### src/design/fsts_pkg.sv
// Package with constants, types and helpers of the fuser temperature sequencer
// How it works
// - A lower converted sensor level means a hotter upper fusing roller.
// - Heater lamp output driven low heats; high keeps the heater off.
// - Heater switched on or off by comparing sensor level against current setpoint.
// - Level below over-temperature threshold forces heater off and flags an event.
// - Heating starts with lamp off and a pulse on the inrush-limit output.
// - After reset warm up until roughly 200 degrees, then leave warm-up.
// - First mode holds about 210 degrees for about five minutes.
// - Second mode lowers setpoint gradually to about 190 degrees over five minutes.
// - Third mode, preparing to print, holds about 190 degrees.
// - Idle holds a setpoint of 180 degrees.
// - Energy saving keeps the heater permanently off.
// - The 190 degree setpoint is selectable as 183 for export builds.
// - Printing setpoint: normal 190, thick paper 200, transparency film 180.
// - Count consecutive sheets up to 250 mm wide; throttle lengthens sheet spacing.
// - Throttle after 1000 narrow sheets in third mode, 30 in first or second.
// - Throttle released once the gap between prints exceeds 2 minutes.
package fsts_pkg;
  localparam int LVL_W = 10;
  localparam int TEMP_W = 8;
  localparam int CNT_W = 10;
  localparam int TMR_W = 19;
  localparam int TICK_W = 15;
  // Converter scale: level = LVL_AT_0C - LVL_PER_DEG * temperature
  localparam int LVL_AT_0C = 1000;
  localparam int LVL_PER_DEG = 4;
  localparam logic [LVL_W-1:0] HYST_BAND = 10'h004;
  // Temperatures in degrees Celsius
  localparam logic [TEMP_W-1:0] T_WARM = 8'hC8;      // 200
  localparam logic [TEMP_W-1:0] T_MODE1 = 8'hD2;     // 210
  localparam logic [TEMP_W-1:0] T_PRINT = 8'hBE;     // 190
  localparam logic [TEMP_W-1:0] T_PRINT_EXP = 8'hB7; // 183
  localparam logic [TEMP_W-1:0] T_THICK = 8'hC8;     // 200
  localparam logic [TEMP_W-1:0] T_FILM = 8'hB4;      // 180
  localparam logic [TEMP_W-1:0] T_IDLE = 8'hB4;      // 180
  localparam logic [TEMP_W-1:0] T_OVER = 8'hE6;      // 230
  // Times and counts
  localparam int CLK_FREQ_HZ = 25000000;
  localparam int TICK_TIME_US = 1000;
  localparam int TICK_CYC = TICK_TIME_US * (CLK_FREQ_HZ / 1000000);
  localparam int MODE1_TIME_S = 300;
  localparam int MODE2_TIME_S = 300;
  localparam int GAP_TIME_S = 120;
  localparam int INRUSH_TIME_MS = 100;
  localparam logic [TMR_W-1:0] INRUSH_TICKS = TMR_W'(INRUSH_TIME_MS * 1000 / TICK_TIME_US);
  localparam logic [9:0] NARROW_MAX_MM = 10'h0FA;    // 250 mm
  localparam logic [CNT_W-1:0] LIM_MODE3 = 10'h3E8;  // 1000 sheets
  localparam logic [CNT_W-1:0] LIM_MODE12 = 10'h01E; // 30 sheets
  localparam logic [LVL_W-1:0] LVL_RESET = 10'h3FF;

  typedef enum logic [2:0] {
    FSTS_WARM = 3'h0, FSTS_MODE1 = 3'h1, FSTS_MODE2 = 3'h2,
    FSTS_MODE3 = 3'h3, FSTS_IDLE = 3'h4, FSTS_SAVE = 3'h5
  } fsts_mode_t;

  typedef enum logic [1:0] {
    FSTS_H_OFF = 2'h0, FSTS_H_INRUSH = 2'h1, FSTS_H_ON = 2'h2
  } fsts_heat_t;

  typedef enum logic [1:0] {
    FSTS_PAPER_NORMAL = 2'h0, FSTS_PAPER_THICK = 2'h1, FSTS_PAPER_FILM = 2'h2
  } fsts_paper_t;

  // Mode requests from engine firmware, one-cycle pulses
  typedef struct packed {
    logic prepare;
    logic idle;
    logic save;
    logic wake;
  } fsts_req_t;

  // Status back to engine firmware
  typedef struct packed {
    fsts_mode_t mode;
    logic heating;
    logic over_temp;
  } fsts_stat_t;

  // Converts a temperature to the converter level it produces
  function automatic logic [LVL_W-1:0] temp_to_lvl(input logic [TEMP_W-1:0] t);
    int v;
    v = LVL_AT_0C - LVL_PER_DEG * int'(t);
    return LVL_W'(v);
  endfunction : temp_to_lvl
endpackage : fsts_pkg

### src/design/fsts_sync.sv
// Two-stage synchroniser for a bus of pin inputs
`timescale 1ns/10ps
module fsts_sync #(
  parameter int W = 1,
  parameter logic [W-1:0] INIT = '0
) (
  input wire logic sys_clk,
  input wire logic rst_b,
  input wire logic [W-1:0] din,
  output logic [W-1:0] dout
);
  logic [W-1:0] meta_ff;
  logic [W-1:0] sync_ff;

  // First stage feeds only the second stage
  always_ff @(posedge sys_clk or negedge rst_b) begin
    if (!rst_b) begin
      meta_ff <= INIT;
      sync_ff <= INIT;
    end else begin
      meta_ff <= din;
      sync_ff <= meta_ff;
    end
  end

  assign dout = sync_ff;
endmodule : fsts_sync

### src/design/fsts_hyst.sv
// On/off regulator with hysteresis around a setpoint level
`timescale 1ns/10ps
module fsts_hyst
  import fsts_pkg::*;
(
  input wire logic sys_clk,
  input wire logic rst_b,
  input wire logic [LVL_W-1:0] level,
  input wire logic [LVL_W-1:0] sp_level,
  output logic demand
);
  logic demand_ff;
  logic [LVL_W:0] hi_lim;
  logic [LVL_W:0] lo_lim;

  // Band edges, one bit wider so they cannot wrap
  assign hi_lim = {1'b0, sp_level} + {1'b0, HYST_BAND};
  assign lo_lim = (sp_level > HYST_BAND) ? {1'b0, sp_level - HYST_BAND} : '0;

  // Higher level is colder: heat above band, stop below band
  always_ff @(posedge sys_clk or negedge rst_b) begin
    if (!rst_b) begin
      demand_ff <= 1'b0;
    end else if ({1'b0, level} > hi_lim) begin
      demand_ff <= 1'b1;
    end else if ({1'b0, level} < lo_lim) begin
      demand_ff <= 1'b0;
    end
  end

  assign demand = demand_ff;
endmodule : fsts_hyst

### src/design/fsts_top.sv
// Fuser temperature sequencer: mode sequence, heater drive, inrush and page-rate throttle
`timescale 1ns/10ps
module fsts_top
  import fsts_pkg::*;
#(
  parameter int TICK_CYCLES = TICK_CYC,
  parameter int MODE1_TICKS = MODE1_TIME_S * (1000000 / TICK_TIME_US),
  parameter int STEP_TICKS = MODE2_TIME_S * (1000000 / TICK_TIME_US) / int'(T_MODE1 - T_PRINT),
  parameter int GAP_TICKS = GAP_TIME_S * (1000000 / TICK_TIME_US)
) (
  input wire logic sys_clk,
  input wire logic rst_b,
  input wire logic [LVL_W-1:0] fuser_temp_sensor,
  input wire fsts_req_t req,
  input wire fsts_paper_t paper_type,
  input wire logic export_sel,
  input wire logic sheet_done,
  input wire logic [9:0] sheet_width_mm,
  output logic fuser_heater_lamp_b,
  output logic inrush_limit,
  output logic page_rate_throttle,
  output logic over_temp_ev,
  output fsts_stat_t stat
);
  logic [LVL_W-1:0] lvl_s;
  logic demand;
  logic [TICK_W-1:0] tick_cnt_ff;
  logic tick_ff;
  fsts_mode_t mode_ff;
  fsts_mode_t nxt_mode;
  logic [TMR_W-1:0] mode_tmr_ff;
  logic [TEMP_W-1:0] ramp_temp_ff;
  logic [TEMP_W-1:0] print_temp;
  logic [TEMP_W-1:0] sp_temp;
  logic [LVL_W-1:0] sp_level;
  logic over_temp;
  logic heat_req;
  fsts_heat_t heat_ff;
  fsts_heat_t nxt_heat;
  logic [TMR_W-1:0] inrush_tmr_ff;
  logic lamp_b_ff;
  logic inrush_ff;
  logic ot_q_ff;
  logic ot_ev_ff;
  logic [CNT_W-1:0] narrow_cnt_ff;
  logic throttle_ff;
  logic [TMR_W-1:0] gap_tmr_ff;
  logic gap_over;
  logic narrow;
  logic [CNT_W-1:0] base_cnt;
  logic [CNT_W-1:0] nxt_cnt;
  logic [CNT_W-1:0] limit;
  logic limit_en;
  fsts_stat_t stat_ff;

  // Converter level comes from pins, so it is synchronised first
  fsts_sync #(.W(LVL_W), .INIT(LVL_RESET)) u_lvl_sync (
    .sys_clk(sys_clk),
    .rst_b(rst_b),
    .din(fuser_temp_sensor),
    .dout(lvl_s)
  );

  // Hysteresis regulator against the current setpoint
  fsts_hyst u_hyst (
    .sys_clk(sys_clk),
    .rst_b(rst_b),
    .level(lvl_s),
    .sp_level(sp_level),
    .demand(demand)
  );

  // Millisecond time base for all long timers
  always_ff @(posedge sys_clk or negedge rst_b) begin
    if (!rst_b) begin
      tick_cnt_ff <= '0;
      tick_ff <= 1'b0;
    end else if (tick_cnt_ff == TICK_W'(TICK_CYCLES - 1)) begin
      tick_cnt_ff <= '0;
      tick_ff <= 1'b1;
    end else begin
      tick_cnt_ff <= tick_cnt_ff + 1'b1;
      tick_ff <= 1'b0;
    end
  end

  // Mode sequence; energy saving wins over other requests
  always_comb begin
    nxt_mode = mode_ff;
    unique case (mode_ff)
      FSTS_WARM: begin
        if (lvl_s <= temp_to_lvl(T_WARM)) begin
          nxt_mode = FSTS_MODE1;
        end
      end
      FSTS_MODE1: begin
        if (tick_ff && mode_tmr_ff >= TMR_W'(MODE1_TICKS - 1)) begin
          nxt_mode = FSTS_MODE2;
        end
      end
      FSTS_MODE2: begin
        if (tick_ff && ramp_temp_ff <= print_temp && mode_tmr_ff >= TMR_W'(STEP_TICKS - 1)) begin
          nxt_mode = FSTS_IDLE;
        end
      end
      FSTS_MODE3, FSTS_IDLE: begin
        nxt_mode = mode_ff;
      end
      FSTS_SAVE: begin
        if (req.wake) begin
          nxt_mode = FSTS_WARM;
        end
      end
      default: begin
        nxt_mode = FSTS_WARM;
      end
    endcase
    if (mode_ff != FSTS_SAVE && mode_ff != FSTS_WARM) begin
      if (req.prepare) begin
        nxt_mode = FSTS_MODE3;
      end else if (req.idle) begin
        nxt_mode = FSTS_IDLE;
      end
    end
    if (req.save) begin
      nxt_mode = FSTS_SAVE;
    end
  end

  // Mode register
  always_ff @(posedge sys_clk or negedge rst_b) begin
    if (!rst_b) begin
      mode_ff <= FSTS_WARM;
    end else begin
      mode_ff <= nxt_mode;
    end
  end

  // Mode timer: restarts on a mode change and on each ramp step
  always_ff @(posedge sys_clk or negedge rst_b) begin
    if (!rst_b) begin
      mode_tmr_ff <= '0;
    end else if (nxt_mode != mode_ff) begin
      mode_tmr_ff <= '0;
    end else if (tick_ff) begin
      if (mode_ff == FSTS_MODE2 && mode_tmr_ff >= TMR_W'(STEP_TICKS - 1)) begin
        mode_tmr_ff <= '0;
      end else if (mode_tmr_ff != {TMR_W{1'b1}}) begin
        mode_tmr_ff <= mode_tmr_ff + 1'b1;
      end
    end
  end

  // Ramp setpoint walks down one degree per step in the second mode
  always_ff @(posedge sys_clk or negedge rst_b) begin
    if (!rst_b) begin
      ramp_temp_ff <= T_MODE1;
    end else if (mode_ff != FSTS_MODE2) begin
      ramp_temp_ff <= T_MODE1;
    end else if (tick_ff && mode_tmr_ff >= TMR_W'(STEP_TICKS - 1) && ramp_temp_ff > print_temp) begin
      ramp_temp_ff <= ramp_temp_ff - 1'b1;
    end
  end

  // Setpoint selection per mode and paper type
  always_comb begin
    print_temp = export_sel ? T_PRINT_EXP : T_PRINT;
    sp_temp = T_IDLE;
    unique case (mode_ff)
      FSTS_WARM: sp_temp = T_WARM;
      FSTS_MODE1: sp_temp = T_MODE1;
      FSTS_MODE2: sp_temp = ramp_temp_ff;
      FSTS_MODE3: begin
        unique case (paper_type)
          FSTS_PAPER_THICK: sp_temp = T_THICK;
          FSTS_PAPER_FILM: sp_temp = T_FILM;
          default: sp_temp = print_temp;
        endcase
      end
      FSTS_IDLE: sp_temp = T_IDLE;
      FSTS_SAVE: sp_temp = T_IDLE;
      default: sp_temp = T_IDLE;
    endcase
  end

  assign sp_level = temp_to_lvl(sp_temp);
  assign over_temp = lvl_s < temp_to_lvl(T_OVER);
  assign heat_req = demand && !over_temp && mode_ff != FSTS_SAVE;

  // Heater phase: inrush pulse before full drive, dropped at once on no request
  always_comb begin
    nxt_heat = heat_ff;
    unique case (heat_ff)
      FSTS_H_OFF: begin
        if (heat_req) begin
          nxt_heat = FSTS_H_INRUSH;
        end
      end
      FSTS_H_INRUSH: begin
        if (!heat_req) begin
          nxt_heat = FSTS_H_OFF;
        end else if (tick_ff && inrush_tmr_ff >= INRUSH_TICKS - 1'b1) begin
          nxt_heat = FSTS_H_ON;
        end
      end
      FSTS_H_ON: begin
        if (!heat_req) begin
          nxt_heat = FSTS_H_OFF;
        end
      end
      default: begin
        nxt_heat = FSTS_H_OFF;
      end
    endcase
  end

  // Heater phase register and inrush timer
  always_ff @(posedge sys_clk or negedge rst_b) begin
    if (!rst_b) begin
      heat_ff <= FSTS_H_OFF;
      inrush_tmr_ff <= '0;
    end else begin
      heat_ff <= nxt_heat;
      if (nxt_heat != FSTS_H_INRUSH) begin
        inrush_tmr_ff <= '0;
      end else if (tick_ff) begin
        inrush_tmr_ff <= inrush_tmr_ff + 1'b1;
      end
    end
  end

  // Registered heater outputs: lamp low only in full drive
  always_ff @(posedge sys_clk or negedge rst_b) begin
    if (!rst_b) begin
      lamp_b_ff <= 1'b1;
      inrush_ff <= 1'b0;
    end else begin
      lamp_b_ff <= nxt_heat != FSTS_H_ON;
      inrush_ff <= nxt_heat == FSTS_H_INRUSH;
    end
  end

  // Over-temperature event pulse on entry
  always_ff @(posedge sys_clk or negedge rst_b) begin
    if (!rst_b) begin
      ot_q_ff <= 1'b0;
      ot_ev_ff <= 1'b0;
    end else begin
      ot_q_ff <= over_temp;
      ot_ev_ff <= over_temp && !ot_q_ff;
    end
  end

  // Narrow-sheet bookkeeping
  assign narrow = sheet_width_mm <= NARROW_MAX_MM;
  assign gap_over = gap_tmr_ff > TMR_W'(GAP_TICKS);
  assign base_cnt = gap_over ? '0 : narrow_cnt_ff;
  assign nxt_cnt = (base_cnt == {CNT_W{1'b1}}) ? base_cnt : base_cnt + 1'b1;
  assign limit_en = mode_ff == FSTS_MODE1 || mode_ff == FSTS_MODE2 || mode_ff == FSTS_MODE3;
  assign limit = (mode_ff == FSTS_MODE3) ? LIM_MODE3 : LIM_MODE12;

  // Gap timer since the last sheet, saturating past the limit
  always_ff @(posedge sys_clk or negedge rst_b) begin
    if (!rst_b) begin
      gap_tmr_ff <= '0;
    end else if (sheet_done) begin
      gap_tmr_ff <= '0;
    end else if (tick_ff && !gap_over) begin
      gap_tmr_ff <= gap_tmr_ff + 1'b1;
    end
  end

  // Sheet counter and throttle flag
  always_ff @(posedge sys_clk or negedge rst_b) begin
    if (!rst_b) begin
      narrow_cnt_ff <= '0;
      throttle_ff <= 1'b0;
    end else if (sheet_done) begin
      if (!narrow) begin
        narrow_cnt_ff <= '0;
        throttle_ff <= throttle_ff && !gap_over;
      end else begin
        narrow_cnt_ff <= nxt_cnt;
        throttle_ff <= (throttle_ff && !gap_over) || (limit_en && nxt_cnt >= limit);
      end
    end else if (gap_over) begin
      narrow_cnt_ff <= '0;
      throttle_ff <= 1'b0;
    end
  end

  // Status register
  always_ff @(posedge sys_clk or negedge rst_b) begin
    if (!rst_b) begin
      stat_ff <= '{mode: FSTS_WARM, heating: 1'b0, over_temp: 1'b0};
    end else begin
      stat_ff <= '{mode: nxt_mode, heating: nxt_heat == FSTS_H_ON, over_temp: over_temp};
    end
  end

  assign fuser_heater_lamp_b = lamp_b_ff;
  assign inrush_limit = inrush_ff;
  assign page_rate_throttle = throttle_ff;
  assign over_temp_ev = ot_ev_ff;
  assign stat = stat_ff;
endmodule : fsts_top

### config.mk
export PLATFORM = sky130hd
export DESIGN_NAME = fsts_top
export DESIGN_NICKNAME = d
export VERILOG_FILES = /design/src/design/fsts_pkg.sv /design/src/design/fsts_sync.sv /design/src/design/fsts_hyst.sv /design/src/design/fsts_top.sv
export SDC_FILE = /design/constraint.sdc
export NUM_CORES = 1
export LEC_CHECK = 0
export BUFFER_PORTS_ARGS = -buffer_cell sky130_fd_sc_hd__buf_2
export CORE_UTILIZATION = 25
export CTS_BUF_LIST = sky130_fd_sc_hd__clkbuf_2 sky130_fd_sc_hd__clkbuf_4 sky130_fd_sc_hd__clkbuf_8
export DETAILED_ROUTE_END_ITERATION = 10
export GPL_TIMING_DRIVEN = 0
export PLACE_DENSITY = 0.41
export SETUP_SLACK_MARGIN = 0.2
export SYNTH_ARGS = -nofsm -noshare
export SYNTH_HDL_FRONTEND = slang
export SYNTH_HIERARCHICAL = 1
export SYNTH_SLANG_ARGS = --single-unit
### constraint.sdc
create_clock -name sys_clk -period 5.45 [get_ports sys_clk]
set_input_delay 0.8175 -clock sys_clk [delete_from_list [all_inputs] [get_ports sys_clk]]
set_output_delay 0.8175 -clock sys_clk [all_outputs]
set_load 0.01 [all_outputs]
After elaboration in Yosys (flattened, before gate mapping)
Cells that the tools add are included.
{"block": "totals", "reg_bits": 123, "in_bits": 30, "output_inout_bits": 9, "elab_cells": 131}
{"block": "op_classes", "add_sub_neg": 9, "magnitude_cmp": 13, "n_eq_ne": 19, "mux": 40, "reduce_logical": 32}
{"op": "$mux W19", "n": 8}
{"op": "$mux W10", "n": 6}
{"op": "$add A19 B1 Y19 const B", "n": 3}
{"op": "$pmux W8 S4", "n": 1}
{"op": "$mux W3", "n": 8}
{"op": "$le A10 B8 Y1 const B", "n": 2}
{"op": "$ge A19 B14 Y1 const B", "n": 1}
{"op": "$ge A19 B19 Y1 const B", "n": 1}
{"op": "$ge A19 B7 Y1 const B", "n": 1}
{"op": "$gt A19 B17 Y1 const B", "n": 1}
{"op": "$ne A19 B19 Y1 const B", "n": 1}
{"op": "$mux W8", "n": 2}
{"op": "$add A15 B1 Y15 const B", "n": 1}
{"op": "$eq A15 B15 Y1 const B", "n": 1}
{"op": "$mux W15", "n": 1}
{"op": "$pmux W3 S5", "n": 1}
{"op": "$logic_and A1 B1 Y1", "n": 14}
{"op": "$pmux W7 S2", "n": 1}
{"op": "$reduce_bool A2 Y1", "n": 6}
{"op": "$add A10 B3 Y11 const B", "n": 1}
{"op": "$gt A10 B11 Y1", "n": 1}
{"op": "$lt A10 B11 Y1", "n": 1}
{"op": "$add A10 B1 Y10 const B", "n": 1}
{"op": "$eq A10 B10 Y1 const B", "n": 1}
{"op": "other kinds (29)", "n": 48}

Depth between registers and ports, before layout
Gate-level depths: netlist of run 1.
{"block": "logic_depth", "ltp_word": 13, "ltp_mapped": 21, "ltp_nobuf": 19}

Modules after synthesis
The synthesis of run 1 kept the hierarchy.
{"mod": "fsts_top", "instances": 1, "cells_each": 707, "area_each_um2": 6189.7, "seq_area_each_um2": 2558.7}
{"mod": "fsts_hyst", "instances": 1, "cells_each": 103, "area_each_um2": 805.8, "seq_area_each_um2": 25.0}
{"mod": "fsts_sync", "instances": 1, "cells_each": 20, "area_each_um2": 525.5, "seq_area_each_um2": 525.5}

Least setup slack after synthesis of run 1
No wires, ideal clock.
{"block": "synth_path", "path_type": "input to register", "from": "in paper_type[1]", "to": "reg u_hyst.demand_ff (netlist: u_hyst/demand)", "setup_time_ns": 0.120, "arrival_time_ns": 4.062, "required_time_ns": 5.330, "setup_slack_ns": 1.268, "cell_stages": 15, "n_path_buf": 0, "cell_sequence": "inv_1 ha_1 nand3_1 o21ai_0 nor2b_1 a21oi_1 nor3_1 xor2_1 and3_2 nand3_1 xor2_1 ha_1 a2111oi_0 o211ai_1 a31o_1"}
{"block": "synth_via", "elab_chain_cells": 8, "elab_cells_between_ends": 13, "classes_between": "3 x add/sub; 3 x order compare; 2 x eq/ne; 4 x mux; 1 x reduce/logical"}
{"element": "from (decl)", "line_no": "fsts_top.sv:15", "source": "input wire fsts_paper_t paper_type,"}
{"element": "$eq A2 B2 Y1 or $eq A2 B1 Y1 (tied branches)", "line_no": "fsts_top.sv:174", "source": "unique case (paper_type)"}
{"element": "$pmux W7 S2 *", "line_no": "fsts_top.sv:174"}
{"element": "$pmux W8 S4 *", "line_no": "fsts_top.sv:169", "source": "unique case (mode_ff)"}
{"element": "$sub A10 B10 Y10 *", "line_no": "fsts_pkg.sv:83", "source": "v = LVL_AT_0C - LVL_PER_DEG * int'(t);"}
{"element": "via sp_level[2]", "line_no": "fsts_top.sv:35", "source": "logic [LVL_W-1:0] sp_level;"}
{"element": "$sub A10 B3 Y10 or $gt A10 B3 Y1 (tied branches)", "line_no": "fsts_hyst.sv:18", "source": "assign lo_lim = (sp_level > HYST_BAND) ? {1'b0, sp_level - HYST_BAND} : '0;"}
{"element": "$mux W10", "line_no": "fsts_hyst.sv:18"}
{"element": "$lt A10 B11 Y1", "line_no": "fsts_hyst.sv:26", "source": "end else if ({1'b0, level} < lo_lim) begin"}
{"element": "$reduce_bool A2 Y1 (no line)"}
{"element": "to (signal assigned)", "line_no": "fsts_hyst.sv:23", "source": "demand_ff <= 1'b0;"}
{"element": "to (signal assigned)", "line_no": "fsts_hyst.sv:25", "source": "demand_ff <= 1'b1;"}
{"element": "to (signal assigned)", "line_no": "fsts_hyst.sv:27", "source": "demand_ff <= 1'b0;"}
{"element": "to (decl)", "line_no": "fsts_hyst.sv:12", "source": "logic demand_ff;"}
Mark *: on every way through the listed nets, which the timed path passes. The rest lies on a longest branch.
A chain may end at the register's enable or synchronous reset.

==> run metrics, run 1 <==
GP Congestion=roughly 0.80; complex-gate fraction of the synthesized area=0.139; Mapped Area=approximately 0.0075 mm2; Top FF cell, synth=dfrtp_1; Yosys cell types=a little over 70; Switch Pwr=between 700 and 800 uW; worst hold path type=input pin to asynchronous set/reset pin; antenna violations before repair=0; worst skew pair latency=about 0.45 ns; PD cells=between 200 and 300 mW/mm2; core area=0.0296 mm2; part of the Yosys area used for sequential elements=0.413; Worst Setup Start Kind=register; Post-Syn Area per Cell=approximately 9.1 um2; # diodes=0; worst rel slew slack=0.264; row count=63; Synth Area in Simple Gates=0.243; main combinational cell family by area after synthesis=simple AND/OR/NAND/NOR gates; static leakage=approximately 0.0036 uW; Num CTS Buffers=17; CTS tree=yes; Area Overhead vs Synth=15.4%; cts hold-fix bufs=0; Final HPWL DP=roughly 14,000 um; Peak VDD IR=about 0.00013 V; vias in the first global route=5,950; Worst-Margin Slew=1.10 ns; Final Cycle Share=0.875; Power Internal=1590 uW; DRC Markers=0; Mapped Cells=830; max_cap viols=0; RSZ-0062 raised after global routing=false; FILL cells=~3,200; Post-synth EDFFs=0; Die W=approximately 180 um; XOR/XNOR Fraction of Synth Area=0.0827; switching share of power=0.321; Final Hold Vio Count=0; Tot GR Track Use=0.128; fraction of registers with async set/reset=1.00; pin count of the biggest net entering global routing=94; CP arrival=roughly 5.1 ns; largest cells by area after synthesis=dfrtp_1 (33%), dfstp_2 (8.7%), ha_1 (7.0%), nor2_1 (4.9%), xor2_1 (4.7%); Yosys warnings=6; drt first pass iters=4; DR WL/cell=~15 um; CTS Sinks=roughly 120; minimum clock period=approximately 4.8 ns; sequential share of power=0.411; Setup Crit Path Kind=register to register; Routed Antenna Nets=0; final wirelength=about 19,000 um; H-tree Lvls=4; 1st-iter DRT viols=373; Yosys reg bits=around 120; Max Freq=210 MHz; commonest cells after routing, fill and taps aside=nor2_1 (99), dfrtp_1 (98), nand2_1 (80); I/O Buffers=38; final core occ=0.293; Final Power=2340 uW; GRT overflow=0; worst-path fanout max=10; status=finished clean; Longest Clk Path Bufs=2; crit path capture type=register; CTS Root Cell=clkbuf_8; Combinational Power Share=0.214; global-route wire length before repair=between 30,000 and 40,000 um; fin nets=966; routed vias=around 6,100; final number of setup-violating endpoints=0; Initial Util=0.254; share of the synthesized area in the top cell type=0.326; Clock Power Share=0.375; Required @ worst endpoint=5.77 ns; Clock Pin Slew Worst Setup and Hold Paths=0.08 ns; skew final=just under 0.02 ns; layout cell share with drive strength beyond 1=0.148; most common cell after layout, fill and taps aside=nor2_1; post-synthesis mux area share=0.0141; Die Y=175 um; Adder-Cell Fraction of Synth Area=0.0699; setup tns final=0 ns; IO Count=39; vias per cell=4.70; die footprint=0.0308 mm2; post-synth top area cell=dfrtp_1; max-slew violations=0
## routing by layer
layer / track usage / vias to the layer above / routed length, um
met4: 0.0351 / 0 / 187
met5: 0 / - / 0
met2: 0.201 / 62 / 8790
met1: 0.177 / 2938 / 9690
met3: 0.0245 / 9 / 442
li1: - / 3081 / -
## cell usage after synthesis (all sizes together) (6+ instances only)
| cell | n |
|---|---|
| o211ai | 9 |
| inv | 33 |
| nand3 | 38 |
| o31ai | 6 |
| o21ai | 41 |
| dfrtp | 98 |
| nand2 | 80 |
| nor4 | 11 |
| nand4 | 20 |
| xor2 | 40 |
| nor2 | 99 |
| nor2b | 7 |
| clkbuf | 21 |
| and3 | 21 |
| or3 | 17 |
| a31oi | 7 |
| a211oi | 12 |
| buf | 12 |
| dfstp | 25 |
| xnor2 | 31 |
| a21oi | 42 |
| and2 | 6 |
| a21o | 6 |
| nor3 | 29 |
| ha | 42 |
## registers in the layout (all words and copies together) (netlist names), 2 cells and up
signal and flops:
heat_ff 2, stat 5, inrush_tmr_ff 19, narrow_cnt_ff 10, u_lvl_sync/dout 10, tick_cnt_ff 15
gap_tmr_ff 19, mode_tmr_ff 19, u_lvl_sync/meta_ff 10, ramp_temp_ff 8
## layout make-up
type	instances	area, um2	area share
Clock inverter	13	166	0.0192
Sequential cell	123	3110	0.358
Multi-Input combinational cell	646	4150	0.478
Tap cell	390	488	0.0562
Timing Repair Buffer	40	231	0.0267
Clock buffer	19	255	0.0294
Inverter	33	124	0.0143
Buffer	33	158	0.0182
## power by group through the flow
stage	logic [uW]	registers, uW	clock network [uW]
3_3_place_gp	511	980	0
6_report	501	962	879
5_1_grt	568	965	947
4_1_cts	511	963	922
2_1_floorplan	344	977	0
3_5_place_dp	508	980	0
## critical path: stages, from the launching register on
cell,delay (ns)
dfrtp_1,0.37
buf_2,0.22
clkbuf_1,0.38
nand2_1,0.15
nor2b_1,0.61
a21oi_1,0.20
nor3_1,0.32
xor2_1,0.58
and3_2,0.32
nand3_1,0.09
xor2_1,0.16
ha_1,0.34
a2111oi_0,0.53
o211ai_1,0.17
a31o_1,0.21
## metrics by stage
step / hold WS [ns] / worst slack, ns / instance area [um2] / cells
after floorplan: 0.345 / 1.27 / 7540 / 835
after global placement: 0.346 / 0.267 / 8220 / 1263
after detailed placement: 0.347 / 0.330 / 8250 / 1264
after CTS: 0.248 / 0.299 / 8670 / 1296
after global routing: 0.255 / 0.223 / 8680 / 1297
final: 0.266 / 0.683 / 8680 / 1297
## repair_timing
action | CTS | global route
resized for setup | 0 | 2
setup endpoints to repair | 0 | 1
buffers inserted | 0 | 1
## logic make-up after synthesis
kind of cell | after synthesis
buffers and inverters | 66
AO/OA/AOI/OAI | 155
XOR/XNOR | 71
AND/OR/NAND/NOR | 362
adder cells (fa/ha/maj) | 42
flip-flops | 123
multiplexers | 10
other | 1
## final timing paths
path                       depth (start not counted)  slack [ns]            endpoint                   from
setup / recovery                                  14        0.68       u_hyst/demand                stat[3]
hold / removal                                     1        0.27     ramp_temp_ff[2]                  rst_b
setup reg to reg                                  14        0.68       u_hyst/demand                stat[3]
hold reg to reg                                    0        0.36  u_lvl_sync/dout[1]  u_lvl_sync/meta_ff[1]
max in group asynchronous                          2        4.40    inrush_tmr_ff[5]                  rst_b
min in group sys_clk                               0        0.36  u_lvl_sync/dout[1]  u_lvl_sync/meta_ff[1]
Note: power is estimated with default switching activity, not from simulation.
==> run 2: changes to the inputs <==
CORE_UTILIZATION = 40   (was 25)
PLACE_DENSITY = 0.58   (was 0.41)
SKIP_LAST_GASP = 1   (was default)
==> run 2 against run 1 <==
  * The run now ends with design-rule violations left
  * Clock power is 16% lower
  * Cell area is 2.9% lower
  * Global-route usage is 5.8 points higher
  * Non-clock buffer count is 2 higher
  * First-iteration DRC count is 31% higher
  * Critical path depth is 6 higher
  * Routed wire length is 12% lower
  * Sequential share of layout area is 1.1 points higher
  * Count of clock-buffer cells in the layout is 2 lower
  * Critical endpoint is now page_rate_throttle
==> run metrics, run 2 (same netlist as run 1, synthesis figures left out) <==
Clock Pin Slew Worst Setup and Hold Paths=0.08 ns; CTS Root Cell=clkbuf_8; CP Launch Point=gap_tmr_ff[0]; antenna violations before repair=0; drt first pass iters=9; pin count of the biggest net entering global routing=64; Routed Antenna Nets=0; vias in the first global route=between 5,000 and 6,000; met1 wire length=around 8500 um; met3 wire length=~600 um; Place WS=0.487 ns; Top Layer Used=met4; Top Registers=gap_tmr_ff: 19 flops, inrush_tmr_ff: 19 flops, mode_tmr_ff: 19 flops; placed cell area=around 0.0081 mm2; CP arrival=roughly 5 ns; layout cell share with drive strength beyond 1=0.147; cts hold-fix bufs=0; Worst R2R Start=gap_tmr_ff[0]; Worst-Margin Slew=a little over 1 ns; post-route cell area=0.00843 mm2; worst skew pair latency=roughly 0.45 ns; die footprint=between 0.015 and 0.02 mm2; global-route wire length before repair=between 20,000 and 30,000 um; Worst Setup Start Kind=register; fin nets=approximately 970; setup tns final=0 ns; crit path capture type=register; Final Power=roughly 2200 uW; max-slew violations=0; Setup Crit Path Kind=register to register; Peak VDD IR=about 0.00015 V; final number of setup-violating endpoints=0; worst-path fanout max=10; DRC Markers=2; Longest Clk Path Bufs=2; GP Congestion=around 0.84; core area=around 0.018 mm2; vias per cell=roughly 5.3; Max Freq=between 200 and 250 MHz; Required @ worst endpoint=between 5 and 6 ns; failing checks=design-rule violations; most common cell after layout, fill and taps aside=nor2_1; Routed met2 length=around 7500 um; Setup WS post-layout=between 0.6 and 0.7 ns; Worst Hold Launch=u_lvl_sync/meta_ff[8]; final wirelength=16,800 um; Die Y=between 100 and 150 um; worst rel slew slack=0.309; Initial Util=0.413; skew final=0.0146 ns; minimum clock period=4.78 ns; PD cells=around 260 mW/mm2; worst hold path type=register to register; DR WL/cell=between 10 and 15 um; max_cap viols=0; Area Overhead vs Synth=12.1%; CTS tree=yes; post_cts resized=0; Final HPWL DP=roughly 12,000 um; row count=49; RSZ-0062 raised after global routing=false; Die W=139 um; static leakage=0.00359 uW; Num CTS Buffers=17; status=finished, violations left; commonest cells after routing, fill and taps aside=nor2_1 (99), dfrtp_1 (98), nand2_1 (80); # diodes=0; H-tree Lvls=4; multi-input logic area=between 0.004 and 0.005 mm2; Tot GR Track Use=0.186; Final Hold Vio Count=0; CTS Sinks=between 100 and 150; GRT overflow=0; WHS=between 0.3 and 0.4 ns; Final Cycle Share=0.877; Storage cell area=0.00311 mm2; I/O Buffers=38; routed vias=6,082; 1st-iter DRT viols=slightly below 500; FILL cells=1,750; IO Count=39
## run 2: cell types whose count changed in the layout (fill, tap and decap cells not counted), moves of 2 or more
cell / change
clkinv_2: +2
clkinvlp_4: +2
buf_4: +2
bufinv_16: -2
## run 2: metal layers
| metal | vias up | GRT usage |
|---|---|---|
| li1 | 3077 | - |
| met1 | 2871 | 0.261 |
| met2 | 113 | 0.281 |
| met3 | 21 | 0.0397 |
| met4 | 0 | 0.0643 |
| met5 | - | 0 |
## run 2: stage by stage
| stage | cells | utilization |
|---|---|---|
| floorplan | 835 | - |
| global placement | 1102 | 0.440 |
| detailed placement | 1103 | 0.442 |
| CTS | 1135 | 0.462 |
| global route | 1138 | 0.463 |
| finish | 1138 | 0.463 |
## run 2: report_power, final
group	switching (uW)	total, uW	leakage (uW)	internal, uW
Combinational	316	489	0.00182	174
Clock	383	740	0.000172	357
Sequential	18.6	962	0.00160	943
## run 2: cell type report
type,instances,area share
Sequential cell,123,0.369
Tap cell,229,0.0340
Clock inverter,15,0.0150
Inverter,33,0.0147
Multi-Input combinational cell,646,0.492
Clock buffer,17,0.0277
Timing Repair Buffer,42,0.0292
Buffer,33,0.0185
## run 2: path summary, 6_finish.rpt
path / endpoint / slack (ns) / cells past startpoint
setup / recovery: page_rate_throttle / 0.67 / 20
hold / removal: u_lvl_sync/dout[8] / 0.34 / 0
setup reg to reg: page_rate_throttle / 0.67 / 20
hold reg to reg: u_lvl_sync/dout[8] / 0.34 / 0
max in group asynchronous: fuser_heater_lamp_b / 4.40 / 2
min in group asynchronous: mode_tmr_ff[5] / 0.35 / 1
## run 2: critical path: stages (launching register included)
cell	delay, ns
dfrtp_1	0.41
inv_1	0.10
ha_1	0.16
nor4bb_1	0.31
nand4_1	0.14
a31o_1	0.26
a211o_1	0.33
clkbuf_1	0.28
clkbuf_1	0.31
nor2_1	0.16
ha_1	0.23
and3_1	0.23
nand4_1	0.24
nand4_1	0.24
xor2_1	0.17
nor2_1	0.06
ha_1	0.31
a21o_1	0.18
a21o_1	0.17
a211oi_1	0.23
o22ai_1	0.11
## run 2: repair_timing
action	CTS	global route
endpoints found under the setup margin	0	1
buffers inserted	0	3
endpoints found under the hold margin	0	0
